<file path="src/hdl/fdc_map.svh">
`ifndef FDC_MAP_SVH
`define FDC_MAP_SVH

// Register byte offsets on the AXI4-Lite port.
`define FDC_OFF_CTRL      8'h00
`define FDC_OFF_STATUS    8'h04
`define FDC_OFF_FILL      8'h08
`define FDC_OFF_PTRS      8'h0c

// Control register fields and reset value.
`define FDC_CTRL_HOLD     0
`define FDC_CTRL_RESET    1'h0

// Status register field positions.
`define FDC_ST_EMPTY      0
`define FDC_ST_HALF       1
`define FDC_ST_FULL       2
`define FDC_ST_RDPEND     3
`define FDC_ST_WRPEND     4
`define FDC_ST_RFPEND     5
`define FDC_ST_IDLE       6

// Fill counter landmarks and counter reset values.
`define FDC_FILL_EMPTY    16'h0000
`define FDC_FILL_HALF     16'h7fff
`define FDC_FILL_FULL     16'hffff
`define FDC_CNT_RESET     16'h0000

// AXI response codes.
`define FDC_RESP_OKAY     2'h0
`define FDC_RESP_DECERR   2'h3

`endif

</file>
<file path="src/hdl/fdc_pkg.sv">
package fdc_pkg;

  // Sequencer states for access and refresh cycles.
  typedef enum logic [2:0] {
    FDC_IDLE,
    FDC_ROW,
    FDC_RAS,
    FDC_COL,
    FDC_CAS1,
    FDC_CAS2,
    FDC_RF1,
    FDC_RF2
  } fdc_state_t;

endpackage : fdc_pkg

</file>
<file path="src/hdl/fdc_controller.sv">
`timescale 1ns/1ps
`include "fdc_map.svh"

// Operation
// - Access cycles present row and drop row strobe before column address and strobe.
// - Refresh is column-before-row and beats any pending access.
// - No refresh address is generated; the memory counts refresh rows itself.
// - Separate 16-bit write and read pointers muxed onto the memory address.
// - A 16-bit up/down fill counter yields full, empty and half-full flags.
// - Each granted access pulses access_enable, which steps the fill counter.
// - Row, column, write and output strobes are active low, idle high.
// - Arbiter order is refresh, then write, then read.
// - Read grant waits for every pending refresh and write.
// - Write grant waits for a pending refresh.
// - Refresh request holds both ready outputs low until refresh completes.
// - Each captured request is cleared when its cycle finishes.
// - With nothing pending, row strobe, row_col_select and column strobe stay high.
// - Write ready stays low for the whole write; requester waits for it.
// - Write edge one places write pointer row bits on the address.
// - Write edge two drops the row strobe.
// - Write edge three selects column address and drops write enable early.
// - Write edge four drops the column strobe with write enable low.
// - Write enable low 1.5 cycles, column strobe low two, row strobe four; strobes release together, ready rises.
// - Reads share write timing; write enable high, output enable low after row strobe.
// - Refresh: column strobe low edge one, row edge two, both release edge three.
// - Fill counts up on writes, down on reads; flags at 0000, ffff, 7fff.
// - row_col_select high drives row bits, low drives column bits.
module fdc_controller (
  // Clock and reset.
  input  wire logic        clk_sys,
  input  wire logic        rst_n,
  // Requester pins.
  input  wire logic        read_request_n,
  input  wire logic        write_request_n,
  input  wire logic        refresh_request,
  output      logic        readReady_o,
  output      logic        writeReady_o,
  output      logic        accessEnable_o,
  // Buffer status flags.
  output      logic        fifoFull_o,
  output      logic        fifoEmpty_o,
  output      logic        fifoHalf_o,
  // Memory array.
  output      logic [7:0]  memAddr_o,
  output      logic        rowColSel_o,
  output      logic        rasN_o,
  output      logic        casN_o,
  output      logic        weN_o,
  output      logic        oeN_o,
  // AXI4-Lite slave.
  input  wire logic [7:0]  s_axi_awaddr,
  input  wire logic        s_axi_awvalid,
  output      logic        s_axi_awready,
  input  wire logic [31:0] s_axi_wdata,
  input  wire logic [3:0]  s_axi_wstrb,
  input  wire logic        s_axi_wvalid,
  output      logic        s_axi_wready,
  output      logic [1:0]  s_axi_bresp,
  output      logic        s_axi_bvalid,
  input  wire logic        s_axi_bready,
  input  wire logic [7:0]  s_axi_araddr,
  input  wire logic        s_axi_arvalid,
  output      logic        s_axi_arready,
  output      logic [31:0] s_axi_rdata,
  output      logic [1:0]  s_axi_rresp,
  output      logic        s_axi_rvalid,
  input  wire logic        s_axi_rready
);

  fdc_pkg::fdc_state_t state_r, state_nxt;
  logic [2:0]  sync1_r, sync2_r, sync3_r;
  logic        rdPend_r, rdPend_nxt, wrPend_r, wrPend_nxt, rfPend_r, rfPend_nxt;
  logic        opWrite_r, opWrite_nxt, accEn_r, accEn_nxt;
  logic [15:0] wrPtr_r, wrPtr_nxt, rdPtr_r, rdPtr_nxt, fill_r, fill_nxt;
  logic [7:0]  addr_r, addr_nxt;
  logic        ras_r, ras_nxt, cas_r, cas_nxt, rcs_r, rcs_nxt, oe_r, oe_nxt;
  logic        weP_r, weP_nxt, weNeg_r, weNeg_nxt;
  logic        rdy_r, rdy_nxt, wrdy_r, wrdy_nxt;
  logic        full_r, full_nxt, empty_r, empty_nxt, half_r, half_nxt;
  logic        hold_r, hold_nxt;
  logic        rdEvt, wrEvt, rfEvt, done, doneRf;
  logic [15:0] ptrNxt;

  // Pins cross in through two flops; the third stage only feeds edge detection.
  always_ff @(posedge clk_sys) begin
    if (!rst_n) begin
      sync1_r <= 3'h3;
      sync2_r <= 3'h3;
      sync3_r <= 3'h3;
    end else begin
      sync1_r <= {refresh_request, write_request_n, read_request_n};
      sync2_r <= sync1_r;
      sync3_r <= sync2_r;
    end
  end

  // Request events: falling request pins, rising refresh request.
  assign rdEvt  = !sync2_r[0] && sync3_r[0];
  assign wrEvt  = !sync2_r[1] && sync3_r[1];
  assign rfEvt  = sync2_r[2] && !sync3_r[2];
  assign done   = (state_r == fdc_pkg::FDC_CAS2);
  assign doneRf = (state_r == fdc_pkg::FDC_RF2);

  // Request capture, arbitration and strobe sequencing.
  always_comb begin
    state_nxt   = state_r;
    opWrite_nxt = opWrite_r;
    accEn_nxt   = 1'b0;
    wrPtr_nxt   = wrPtr_r;
    rdPtr_nxt   = rdPtr_r;
    // A new event in the clearing cycle wins, so no request is lost.
    rdPend_nxt  = rdEvt || (rdPend_r && !(done && !opWrite_r));
    wrPend_nxt  = wrEvt || (wrPend_r && !(done && opWrite_r));
    rfPend_nxt  = rfEvt || (rfPend_r && !doneRf);
    unique case (state_r)
      fdc_pkg::FDC_IDLE: begin
        // Refresh first, then write, then read; hold only gates accesses.
        if (rfPend_r) begin
          state_nxt = fdc_pkg::FDC_RF1;
        end else if (wrPend_r && !hold_r) begin
          state_nxt   = fdc_pkg::FDC_ROW;
          opWrite_nxt = 1'b1;
          accEn_nxt   = 1'b1;
        end else if (rdPend_r && !hold_r) begin
          state_nxt   = fdc_pkg::FDC_ROW;
          opWrite_nxt = 1'b0;
          accEn_nxt   = 1'b1;
        end
      end
      fdc_pkg::FDC_ROW:  state_nxt = fdc_pkg::FDC_RAS;
      fdc_pkg::FDC_RAS:  state_nxt = fdc_pkg::FDC_COL;
      fdc_pkg::FDC_COL:  state_nxt = fdc_pkg::FDC_CAS1;
      fdc_pkg::FDC_CAS1: state_nxt = fdc_pkg::FDC_CAS2;
      fdc_pkg::FDC_CAS2: begin
        // Pointers advance only after the cycle so the address stays stable.
        state_nxt = fdc_pkg::FDC_IDLE;
        if (opWrite_r) begin
          wrPtr_nxt = wrPtr_r + 16'h0001;
        end else begin
          rdPtr_nxt = rdPtr_r + 16'h0001;
        end
      end
      fdc_pkg::FDC_RF1:  state_nxt = fdc_pkg::FDC_RF2;
      fdc_pkg::FDC_RF2:  state_nxt = fdc_pkg::FDC_IDLE;
    endcase
  end

  // Memory pins derived from the coming state; all strobes idle high.
  always_comb begin
    ptrNxt   = opWrite_nxt ? wrPtr_r : rdPtr_r;
    ras_nxt  = !(state_nxt inside {fdc_pkg::FDC_RAS, fdc_pkg::FDC_COL,
                                   fdc_pkg::FDC_CAS1, fdc_pkg::FDC_CAS2,
                                   fdc_pkg::FDC_RF2});
    cas_nxt  = !(state_nxt inside {fdc_pkg::FDC_CAS1, fdc_pkg::FDC_CAS2,
                                   fdc_pkg::FDC_RF1, fdc_pkg::FDC_RF2});
    rcs_nxt  = !(state_nxt inside {fdc_pkg::FDC_COL, fdc_pkg::FDC_CAS1,
                                   fdc_pkg::FDC_CAS2});
    oe_nxt   = !(!opWrite_nxt && state_nxt inside {fdc_pkg::FDC_COL, fdc_pkg::FDC_CAS1,
                                                   fdc_pkg::FDC_CAS2});
    weP_nxt  = !(opWrite_nxt && state_nxt inside {fdc_pkg::FDC_COL, fdc_pkg::FDC_CAS1});
    // Refresh leaves the address alone: the memory supplies its own row.
    addr_nxt = addr_r;
    if (state_nxt inside {fdc_pkg::FDC_ROW, fdc_pkg::FDC_RAS}) begin
      addr_nxt = ptrNxt[7:0];
    end else if (!rcs_nxt) begin
      addr_nxt = ptrNxt[15:8];
    end
    // Ready stays low while the own request or any refresh is outstanding.
    rdy_nxt  = !(rdPend_nxt || rfPend_nxt);
    wrdy_nxt = !(wrPend_nxt || rfPend_nxt);
  end

  // The falling-edge half of write enable ends its low phase mid-cycle.
  always_comb begin
    weNeg_nxt = !(opWrite_r && state_r inside {fdc_pkg::FDC_RAS, fdc_pkg::FDC_COL});
  end

  // Fill counter steps one cycle after each access pulse.
  always_comb begin
    fill_nxt = fill_r;
    if (accEn_r) begin
      fill_nxt = opWrite_r ? fill_r + 16'h0001 : fill_r - 16'h0001;
    end
    empty_nxt = (fill_nxt == `FDC_FILL_EMPTY);
    full_nxt  = (fill_nxt == `FDC_FILL_FULL);
    half_nxt  = (fill_nxt == `FDC_FILL_HALF);
  end

  // Sequencer and datapath registers.
  always_ff @(posedge clk_sys) begin
    if (!rst_n) begin
      state_r   <= fdc_pkg::FDC_IDLE;
      rdPend_r  <= 1'b0;
      wrPend_r  <= 1'b0;
      rfPend_r  <= 1'b0;
      opWrite_r <= 1'b0;
      accEn_r   <= 1'b0;
      wrPtr_r   <= `FDC_CNT_RESET;
      rdPtr_r   <= `FDC_CNT_RESET;
      fill_r    <= `FDC_CNT_RESET;
      addr_r    <= 8'h00;
      ras_r     <= 1'b1;
      cas_r     <= 1'b1;
      rcs_r     <= 1'b1;
      oe_r      <= 1'b1;
      weP_r     <= 1'b1;
      rdy_r     <= 1'b1;
      wrdy_r    <= 1'b1;
      empty_r   <= 1'b1;
      full_r    <= 1'b0;
      half_r    <= 1'b0;
    end else begin
      state_r   <= state_nxt;
      rdPend_r  <= rdPend_nxt;
      wrPend_r  <= wrPend_nxt;
      rfPend_r  <= rfPend_nxt;
      opWrite_r <= opWrite_nxt;
      accEn_r   <= accEn_nxt;
      wrPtr_r   <= wrPtr_nxt;
      rdPtr_r   <= rdPtr_nxt;
      fill_r    <= fill_nxt;
      addr_r    <= addr_nxt;
      ras_r     <= ras_nxt;
      cas_r     <= cas_nxt;
      rcs_r     <= rcs_nxt;
      oe_r      <= oe_nxt;
      weP_r     <= weP_nxt;
      rdy_r     <= rdy_nxt;
      wrdy_r    <= wrdy_nxt;
      empty_r   <= empty_nxt;
      full_r    <= full_nxt;
      half_r    <= half_nxt;
    end
  end

  // Falling-edge write-enable register.
  always_ff @(negedge clk_sys) begin
    if (!rst_n) begin
      weNeg_r <= 1'b1;
    end else begin
      weNeg_r <= weNeg_nxt;
    end
  end

  // Write enable is low only while both halves are low: edge three to the
  // falling edge after edge four. The two flops never change together.
  assign weN_o          = weP_r | weNeg_r;
  assign rasN_o         = ras_r;
  assign casN_o         = cas_r;
  assign rowColSel_o    = rcs_r;
  assign oeN_o          = oe_r;
  assign memAddr_o      = addr_r;
  assign readReady_o    = rdy_r;
  assign writeReady_o   = wrdy_r;
  assign accessEnable_o = accEn_r;
  assign fifoEmpty_o    = empty_r;
  assign fifoFull_o     = full_r;
  assign fifoHalf_o     = half_r;

  // AXI4-Lite slave: address and data latch independently, one answer at a time.
  logic        awHeld_r, awHeld_nxt, wHeld_r, wHeld_nxt, bv_r, bv_nxt;
  logic        arRdy_r, arRdy_nxt, rv_r, rv_nxt;
  logic        awRdy_r, awRdy_nxt, wRdy_r, wRdy_nxt;
  logic [7:0]  awAddr_r, awAddr_nxt;
  logic [31:0] wData_r, wData_nxt, rData_r, rData_nxt;
  logic [3:0]  wStrb_r, wStrb_nxt;
  logic [1:0]  bResp_r, bResp_nxt, rResp_r, rResp_nxt;

  always_comb begin
    awHeld_nxt = awHeld_r || (s_axi_awvalid && s_axi_awready);
    wHeld_nxt  = wHeld_r || (s_axi_wvalid && s_axi_wready);
    awAddr_nxt = (s_axi_awvalid && s_axi_awready) ? s_axi_awaddr : awAddr_r;
    wData_nxt  = (s_axi_wvalid && s_axi_wready) ? s_axi_wdata : wData_r;
    wStrb_nxt  = (s_axi_wvalid && s_axi_wready) ? s_axi_wstrb : wStrb_r;
    bv_nxt     = bv_r && !s_axi_bready;
    bResp_nxt  = bResp_r;
    hold_nxt   = hold_r;
    if (awHeld_r && wHeld_r && !bv_r) begin
      awHeld_nxt = 1'b0;
      wHeld_nxt  = 1'b0;
      bv_nxt     = 1'b1;
      bResp_nxt  = `FDC_RESP_OKAY;
      if (awAddr_r == `FDC_OFF_CTRL) begin
        if (wStrb_r[0]) begin
          hold_nxt = wData_r[`FDC_CTRL_HOLD];
        end
      end else if (!(awAddr_r inside {`FDC_OFF_STATUS, `FDC_OFF_FILL, `FDC_OFF_PTRS})) begin
        bResp_nxt = `FDC_RESP_DECERR;
      end
    end
    // Read channel: one outstanding read, arready drops while rvalid stands.
    rv_nxt    = rv_r && !s_axi_rready;
    rData_nxt = rData_r;
    rResp_nxt = rResp_r;
    if (s_axi_arvalid && arRdy_r) begin
      rv_nxt    = 1'b1;
      rResp_nxt = `FDC_RESP_OKAY;
      rData_nxt = 32'h0000_0000;
      unique case (s_axi_araddr)
        `FDC_OFF_CTRL:   rData_nxt[`FDC_CTRL_HOLD] = hold_r;
        `FDC_OFF_STATUS: rData_nxt[6:0] = {state_r == fdc_pkg::FDC_IDLE, rfPend_r, wrPend_r,
                                           rdPend_r, full_r, half_r, empty_r};
        `FDC_OFF_FILL:   rData_nxt[15:0] = fill_r;
        `FDC_OFF_PTRS:   rData_nxt = {rdPtr_r, wrPtr_r};
        default:         rResp_nxt = `FDC_RESP_DECERR;
      endcase
    end
    arRdy_nxt = !rv_nxt;
    // Write channels reopen once the held beat is consumed and the answer is taken.
    awRdy_nxt = !awHeld_nxt && !bv_nxt;
    wRdy_nxt  = !wHeld_nxt && !bv_nxt;
  end

  // Bus registers.
  always_ff @(posedge clk_sys) begin
    if (!rst_n) begin
      awHeld_r <= 1'b0;
      wHeld_r  <= 1'b0;
      awAddr_r <= 8'h00;
      wData_r  <= 32'h0000_0000;
      wStrb_r  <= 4'h0;
      bv_r     <= 1'b0;
      bResp_r  <= `FDC_RESP_OKAY;
      hold_r   <= `FDC_CTRL_RESET;
      arRdy_r  <= 1'b0;
      awRdy_r  <= 1'b0;
      wRdy_r   <= 1'b0;
      rv_r     <= 1'b0;
      rData_r  <= 32'h0000_0000;
      rResp_r  <= `FDC_RESP_OKAY;
    end else begin
      awHeld_r <= awHeld_nxt;
      wHeld_r  <= wHeld_nxt;
      awAddr_r <= awAddr_nxt;
      wData_r  <= wData_nxt;
      wStrb_r  <= wStrb_nxt;
      bv_r     <= bv_nxt;
      bResp_r  <= bResp_nxt;
      hold_r   <= hold_nxt;
      arRdy_r  <= arRdy_nxt;
      awRdy_r  <= awRdy_nxt;
      wRdy_r   <= wRdy_nxt;
      rv_r     <= rv_nxt;
      rData_r  <= rData_nxt;
      rResp_r  <= rResp_nxt;
    end
  end

  // Ready outputs are plain flop outputs so the master sees no combinational path.
  assign s_axi_awready = awRdy_r;
  assign s_axi_wready  = wRdy_r;
  assign s_axi_bvalid  = bv_r;
  assign s_axi_bresp   = bResp_r;
  assign s_axi_arready = arRdy_r;
  assign s_axi_rvalid  = rv_r;
  assign s_axi_rdata   = rData_r;
  assign s_axi_rresp   = rResp_r;
endmodule : fdc_controller

</file>
<file path="config.mk">
export PLATFORM = sky130hd
export DESIGN_NAME = fdc_controller
export DESIGN_NICKNAME = d
export VERILOG_FILES = /design/src/hdl/fdc_pkg.sv /design/src/hdl/fdc_controller.sv
export VERILOG_INCLUDE_DIRS = /design/src /design/src/hdl
export SDC_FILE = /design/constraint.sdc
export NUM_CORES = 1
export LEC_CHECK = 0
export BUFFER_PORTS_ARGS = -buffer_cell sky130_fd_sc_hd__buf_2
export CAP_MARGIN = 20
export CELL_PAD_IN_SITES_DETAIL_PLACEMENT = 0
export CELL_PAD_IN_SITES_GLOBAL_PLACEMENT = 1
export CORE_AREA = 2 2 128 130
export CTS_CLUSTER_SIZE = 24
export DETAILED_ROUTE_END_ITERATION = 7
export DIE_AREA = 0 0 130 132
export PLACE_DENSITY = 0.82
export RECOVER_POWER = 50
export SLEW_MARGIN = 30
export SYNTH_ARGS = -nofsm -noshare
export SYNTH_HDL_FRONTEND = slang
export SYNTH_SLANG_ARGS = --single-unit
</file>
<file path="constraint.sdc">
create_clock -name clk_sys -period 4.2 [get_ports clk_sys]
set_clock_uncertainty 0.05 [all_clocks]
set_input_delay 0.21 -clock clk_sys [delete_from_list [all_inputs] [get_ports clk_sys]]
set_output_delay 0.21 -clock clk_sys [all_outputs]
set_load 0.1 [all_outputs]
</file>
==> results.toml, run 1 <==
[worst_hold_path]
min_to = "awAddr_r[5]"
hp-start = "s_axi_awaddr[5]"
holdPathStages = 3
hp-class = "input pin to register"

[synthesis]
synth_edf_count = 0
ys_ff_latch = 136
ys_warn_count = 0
synth_fp_nets = 781
syn_area_per_cell_sq_um = 9.23
syn_area_sq_mm = 0.00648
yosysSeqAreaShare_pct = 42.0
synthesis.instances = 702
synthArstFlopShare_pct = 0
synth-main-ff-cell = "dfxtp_1"
synth_cell_types = 67

[worst_setup_path]
cpPeakStageDelay_ns = 0.30
reg2reg_slack_ns = 0.96
startpoint_type = "register"
rr_startpoint = "fill_r[0]"
r2r-end = "fifoFull_o"
slowest_stage = "buf_2"
cp_data_arrival_time_ns = 3.40
worstPathMaxFanout = 1
crit_required_ns = 3.94
path_cells = "or2_2 -> buf_2"
endpoint_kind = "output pin"
r2r_cells = 10
criticalPathCategory = "register to output pin"

[clocking]
cts_tree = "built"
clk_latency_ns = 0.41
htree_num_levels = 4
cts_made_buffers = 17
post_cts_resized = 0
clk_path_buf_depth = 2
cts.sinks = 136
clk_pin_slew_ns = 0.05
root_buffer = "clkbuf_16"

[route]
drc = 0
wire_per_inst_microns = 15.7
ant_nets = 0
wl_mm = 15.9
vias_per_cell = 5.30
num_vias = 5381
drtIter0Drc = 352
drt_first_pass_iters = 5

[grt]
track_usage_pct = 18.2
grt_pass1_vias = 5105
grt_remaining_overflow = 0
grt_first_pass_wirelength_mm = 24.9
antenna_found_initial = 0
grt_max_degree = 73

[final_layout]
layout_commonest_cell = "dfxtp_1"
n_antenna_cell = 0
drive_gt1_share_pct = 12.5
syn_to_final_growth_pct = 17.9
mostFrequentLayoutCells = "dfxtp_1 (136), nand2_1 (58), clkbuf_1 (57)"
nFillCells = 1494
nNetsFinal = 866

[power_and_ir_drop]
p_leak_nw = 2.94
power_density_mw_per_mm2 = 473
power.total_mw = 3.62
vdd_drop_max_v = 0.000291

[sta]
hold_violations = 0
setup_viol = 0
final.setup.tns_ns = 0
slew_viol_final = 58
grt_setup_unrepaired = "false"
tightest_slew_ns = 2.04
slew_headroom_pct = -36.1
setup_slack_ns = 0.537

[floorplan]
die_w_microns = 130
start_util_pct = 41.2
io_pins = 122
die_height_microns = 132
row_count = 46
core-area_sq_mm = 0.0157
dieArea_sq_mm = 0.0172

[status]
violations = "max-capacitance violations, max-slew violations"
status = "complete, but fails checks"

[placed_design]
dp_slack_ns = 0.979
port-buffer-count = 87
post-dp-hpwl_mm = 11.6
gp_congestion = 0.868

[job]
drv_cap = 1
==> flip-flops by register name (all words and copies together), names as in the netlist, 3 cells and up <==
signal / cells
rdPtr_r: 16
fill_r: 16
wrPtr_r: 16
sync1_r: 3
s_axi_rdata: 32
memAddr_o: 8
state_r: 3
awAddr_r: 8
sync2_r: 3
sync3_r: 3
==> layout make-up <==
type	count	area (sq um)	share of cell area (%)
multi-input cells	512	3540	46.3
flip-flops and latches	136	2720	35.6
repair buffers	102	480	6.29
clock buffers	19	443	5.79
well taps	216	270	3.54
clock inverters	14	125	1.64
inverters	17	63.8	0.835
==> per-stage QoR <==
step	cell area, sq um	hold slack (ns)	cells	utilization [%]
detailed placement	7120	0.351	981	45.3
global placement	7120	0.344	981	45.3
CTS	7720	0.0135	1016	49.1
global route	7640	0.0225	1016	48.6
floorplan	6480	0.261	702	-
finish	7640	0.0330	1016	48.6
==> cell usage after synthesis, types with 4 or more instances <==
library cell    n  area, sq um
nand4_1         9         56.3
mux2_2          8         90.1
nand3_1        37          185
nor3_1          7         35.0
a22o_1          6         52.6
nand2_1        58          218
nand3b_1        5         37.5
a211oi_1        4         30.0
a21o_1          6         45.0
nand2b_1       12         75.1
a22oi_1        23          173
a21boi_0       24          180
nor4_1          4         25.0
and2_1         45          282
o21ai_0        25          125
a21oi_1        15         75.1
or3_1           8         50.1
xnor2_1        24          210
nor2b_1        47          294
and3_1         11         68.8
xor2_1          8         70.1
dfxtp_1       136         2720
o211a_1         5         50.1
nor2_1         24         90.1
ha_1           16          200
inv_1          17         63.8
mux2i_1        21          210
clkbuf_1       26         97.6
o211ai_1        5         37.5
mux4_2          6          135
o21ai_1         6         30.0
buf_2           5         25.0
==> cell families (layout without fill, tap and decap cells) <==
kind of cell             count (synthesis)  in the layout  synth area share [%]
AO/OA/AOI/OAI                          143            143                  15.7
multiplexers                            35             35                  6.72
buffers and inverters                   54            152                  3.40
adder cells (fa/ha/maj)                 17             17                  3.40
AND/OR/NAND/NOR                        285            285                  24.4
flip-flops                             136            136                  42.0
XOR/XNOR                                32             32                  4.32
==> what timing repair did <==
item                      4_1_cts  5_1_grt
setup buffers                   0        0
hold endpoints to repair        3        0
hold buffers                    3        0
==> worst max-delay path: cells and delay by family (launching register included) <==
family / cells / cell delay [ns]
buffers and inverters: 1 / 0.30
flip-flops: 1 / 0.28
AND/OR/NAND/NOR: 1 / 0.28
==> power by group <==
part	switching, mW	internal [mW]	total, mW
clock network	0.572	0.835	1.41
registers	0.0554	1.35	1.41
logic	0.540	0.265	0.805
total	1.17	2.45	3.62
==> metal layers <==
layer  part of all wire (%)  up-vias  wire (microns)  track usage (%)
met5                      0        -               0                0
met4                    2.4        0             387             7.23
met3                    4.0       27             629             3.29
met2                     48      135            7600             29.9
met1                     46     2549            7290             23.6
li1                       -     2670               -                -
==> how the worst max path moves through the flow <==
stage / start / to / slack, ns / cells after the start
floorplan: state_r[1] / weNeg_r / 1.02 / 4
global placement: weNeg_r / weN_o / 0.98 / 2
detailed placement: weNeg_r / weN_o / 0.98 / 2
CTS: weNeg_r / weN_o / 0.52 / 2
global route: weNeg_r / weN_o / 0.50 / 2
finish: weNeg_r / weN_o / 0.54 / 2
Power figures use the tool's default switching activity.
==> run 2: changes to the inputs <==
--- a/config.mk
+++ b/config.mk
@@ -14,8 +14,8 @@
 export CTS_CLUSTER_SIZE = 24
 export DETAILED_ROUTE_END_ITERATION = 7
 export DIE_AREA = 0 0 130 132
-export PLACE_DENSITY = 0.82
-export RECOVER_POWER = 50
+export PLACE_DENSITY = 0.81
+export SKIP_CTS_REPAIR_TIMING = 1
 export SLEW_MARGIN = 30
 export SYNTH_ARGS = -nofsm -noshare
 export SYNTH_HDL_FRONTEND = slang
==> run 2 against run 1 <==
Net effect:
- the run now ends clean
- via count is 2.3% lower
- clock power barely moved
- sequential power about the same
- critical path depth unchanged
- flip-flop and latch count stayed put
- highest routed layer unchanged
- power shrank 0.56%
- final area is 0.79% higher
- non-clock buffer count is 2 lower
==> results.toml, run 2 (synthesized netlist as in run 1, its figures left out) <==
[status]
status = "finished, final reports clean"

[sta]
final.setup.tns_ns = 0
setup_slack_ns = 0.535
tightest_slew_ns = 0.725
slew_headroom_pct = 51.7
hold_violations = 0
slew_viol_final = 0
grt_setup_unrepaired = "false"
setup_viol = 0

[worst_setup_path]
r2r_cells = 10
criticalPathCategory = "register to output pin"
worst-path-buf-inv = 1
r2r-end = "fifoFull_o"
crit_family = "flip-flops"
path_cells = "or2_2 -> buf_2"
slowest_stage = "dfxtp_1"
crit_required_ns = 3.94
reg2reg_slack_ns = 0.78
cp_data_arrival_time_ns = 3.41
endpoint_kind = "output pin"
worstPathMaxFanout = 1
rr_startpoint = "opWrite_r"
startpoint_type = "register"
cpPeakStageDelay_ns = 0.29

[floorplan]
core-area_sq_mm = 0.0157
io_pins = 122
row_count = 46
dieArea_sq_mm = 0.0172
start_util_pct = 41.2
die_w_microns = 130
die_height_microns = 132

[placed_design]
dp_slack_ns = 0.786
post-dp-hpwl_mm = 11.0
port-buffer-count = 87
gp_congestion = 0.839

[power_and_ir_drop]
p_leak_nw = 3.18
power_density_mw_per_mm2 = 467
power.total_mw = 3.60
vdd_drop_max_v = 0.000288

[final_layout]
syn_to_final_growth_pct = 18.9
drive_gt1_share_pct = 19.2
nNetsFinal = 864
largest_reg_flops = 32
n_antenna_cell = 0
layout_commonest_cell = "dfxtp_1"
mostFrequentLayoutCells = "dfxtp_1 (136), buf_2 (87), nand2_1 (58)"

[job]
drv_cap = 0

[clocking]
clk_latency_ns = 0.41
cts_tree = "built"
cts.sinks = 136
clk_path_buf_depth = 2
htree_num_levels = 4
clk_pin_slew_ns = 0.05
cts_made_buffers = 17
root_buffer = "clkbuf_16"

[worst_hold_path]
holdPathStages = 3
hp-start = "s_axi_awaddr[6]"
min_to = "awAddr_r[6]"
hp-class = "input pin to register"

[grt]
antenna_found_initial = 0
grt_pass1_vias = 5079
grt_max_degree = 129
grt_first_pass_wirelength_mm = 24.5
track_usage_pct = 17.9
grt_remaining_overflow = 0

[route]
drc = 0
wire_per_inst_microns = 14.8
ant_nets = 0
drtIter0Drc = 356
num_vias = 5255
wl_mm = 15.1
drt_first_pass_iters = 4
vias_per_cell = 5.18
-- run 2: changes by cell type in the layout (fill, tap and decap cells not counted), moves of 2 or more --
| cell | previous run | this run |
|---|---|---|
| buf_2 | 32 | 87 |
| clkbuf_1 | 57 | 0 |
| clkbuf_16 | 17 | 19 |
| clkinv_2 | 2 | 5 |
| clkinvlp_4 | 5 | 0 |
| inv_1 | 17 | 19 |
| inv_4 | 0 | 2 |
| inv_6 | 3 | 1 |
-- run 2: metrics by stage --
step,hold slack [ns],utilization [%],instance area (sq um),std cells
after global routing,0.0204,49.0,7700,1014
after CTS,-0.0856,48.8,7670,1011
after global placement,0.340,45.2,7110,979
after floorplan,0.261,-,6480,702
after detailed placement,0.348,45.2,7110,979
final,0.0218,49.0,7700,1014
-- run 2: final cells by class --
cell class,instances,area [sq um]
fill,1493,8010
multi-input combinational,512,3540
sequential,136,2720
timing repair buffer,100,544
clock buffer,20,489
tap,216,270
clock inverter,13,75.1
inverter,17,63.8
-- run 2: how the worst max path moves through the flow --
stage                    start    endpoint  cells after the start
global route           weNeg_r       weN_o                      2
global placement     opWrite_r  fifoFull_o                     10
CTS                    weNeg_r       weN_o                      2
detailed placement   opWrite_r  fifoFull_o                     10
finish                 weNeg_r       weN_o                      2
floorplan           state_r[1]     weNeg_r                      4
-- run 2: metal layers --
layer / track usage (%) / up-vias / share of wire (%)
li1: - / 2665 / -
met1: 22.7 / 2499 / 46
met2: 29.8 / 71 / 49
met3: 3.90 / 20 / 2.7
met4: 6.33 / 0 / 1.5
met5: 0 / - / 0
-- run 2: report_power, final --
part	internal (mW)	switching, mW	total, mW
Combinational	0.271	0.533	0.804
Clock	0.836	0.551	1.39
Sequential	1.35	0.0565	1.41
-- run 2: tightest hold or removal path, cell delays in order --
cell and delay (ns):
buf_2 0.09, nand3_1 0.05, a21boi_0 0.07
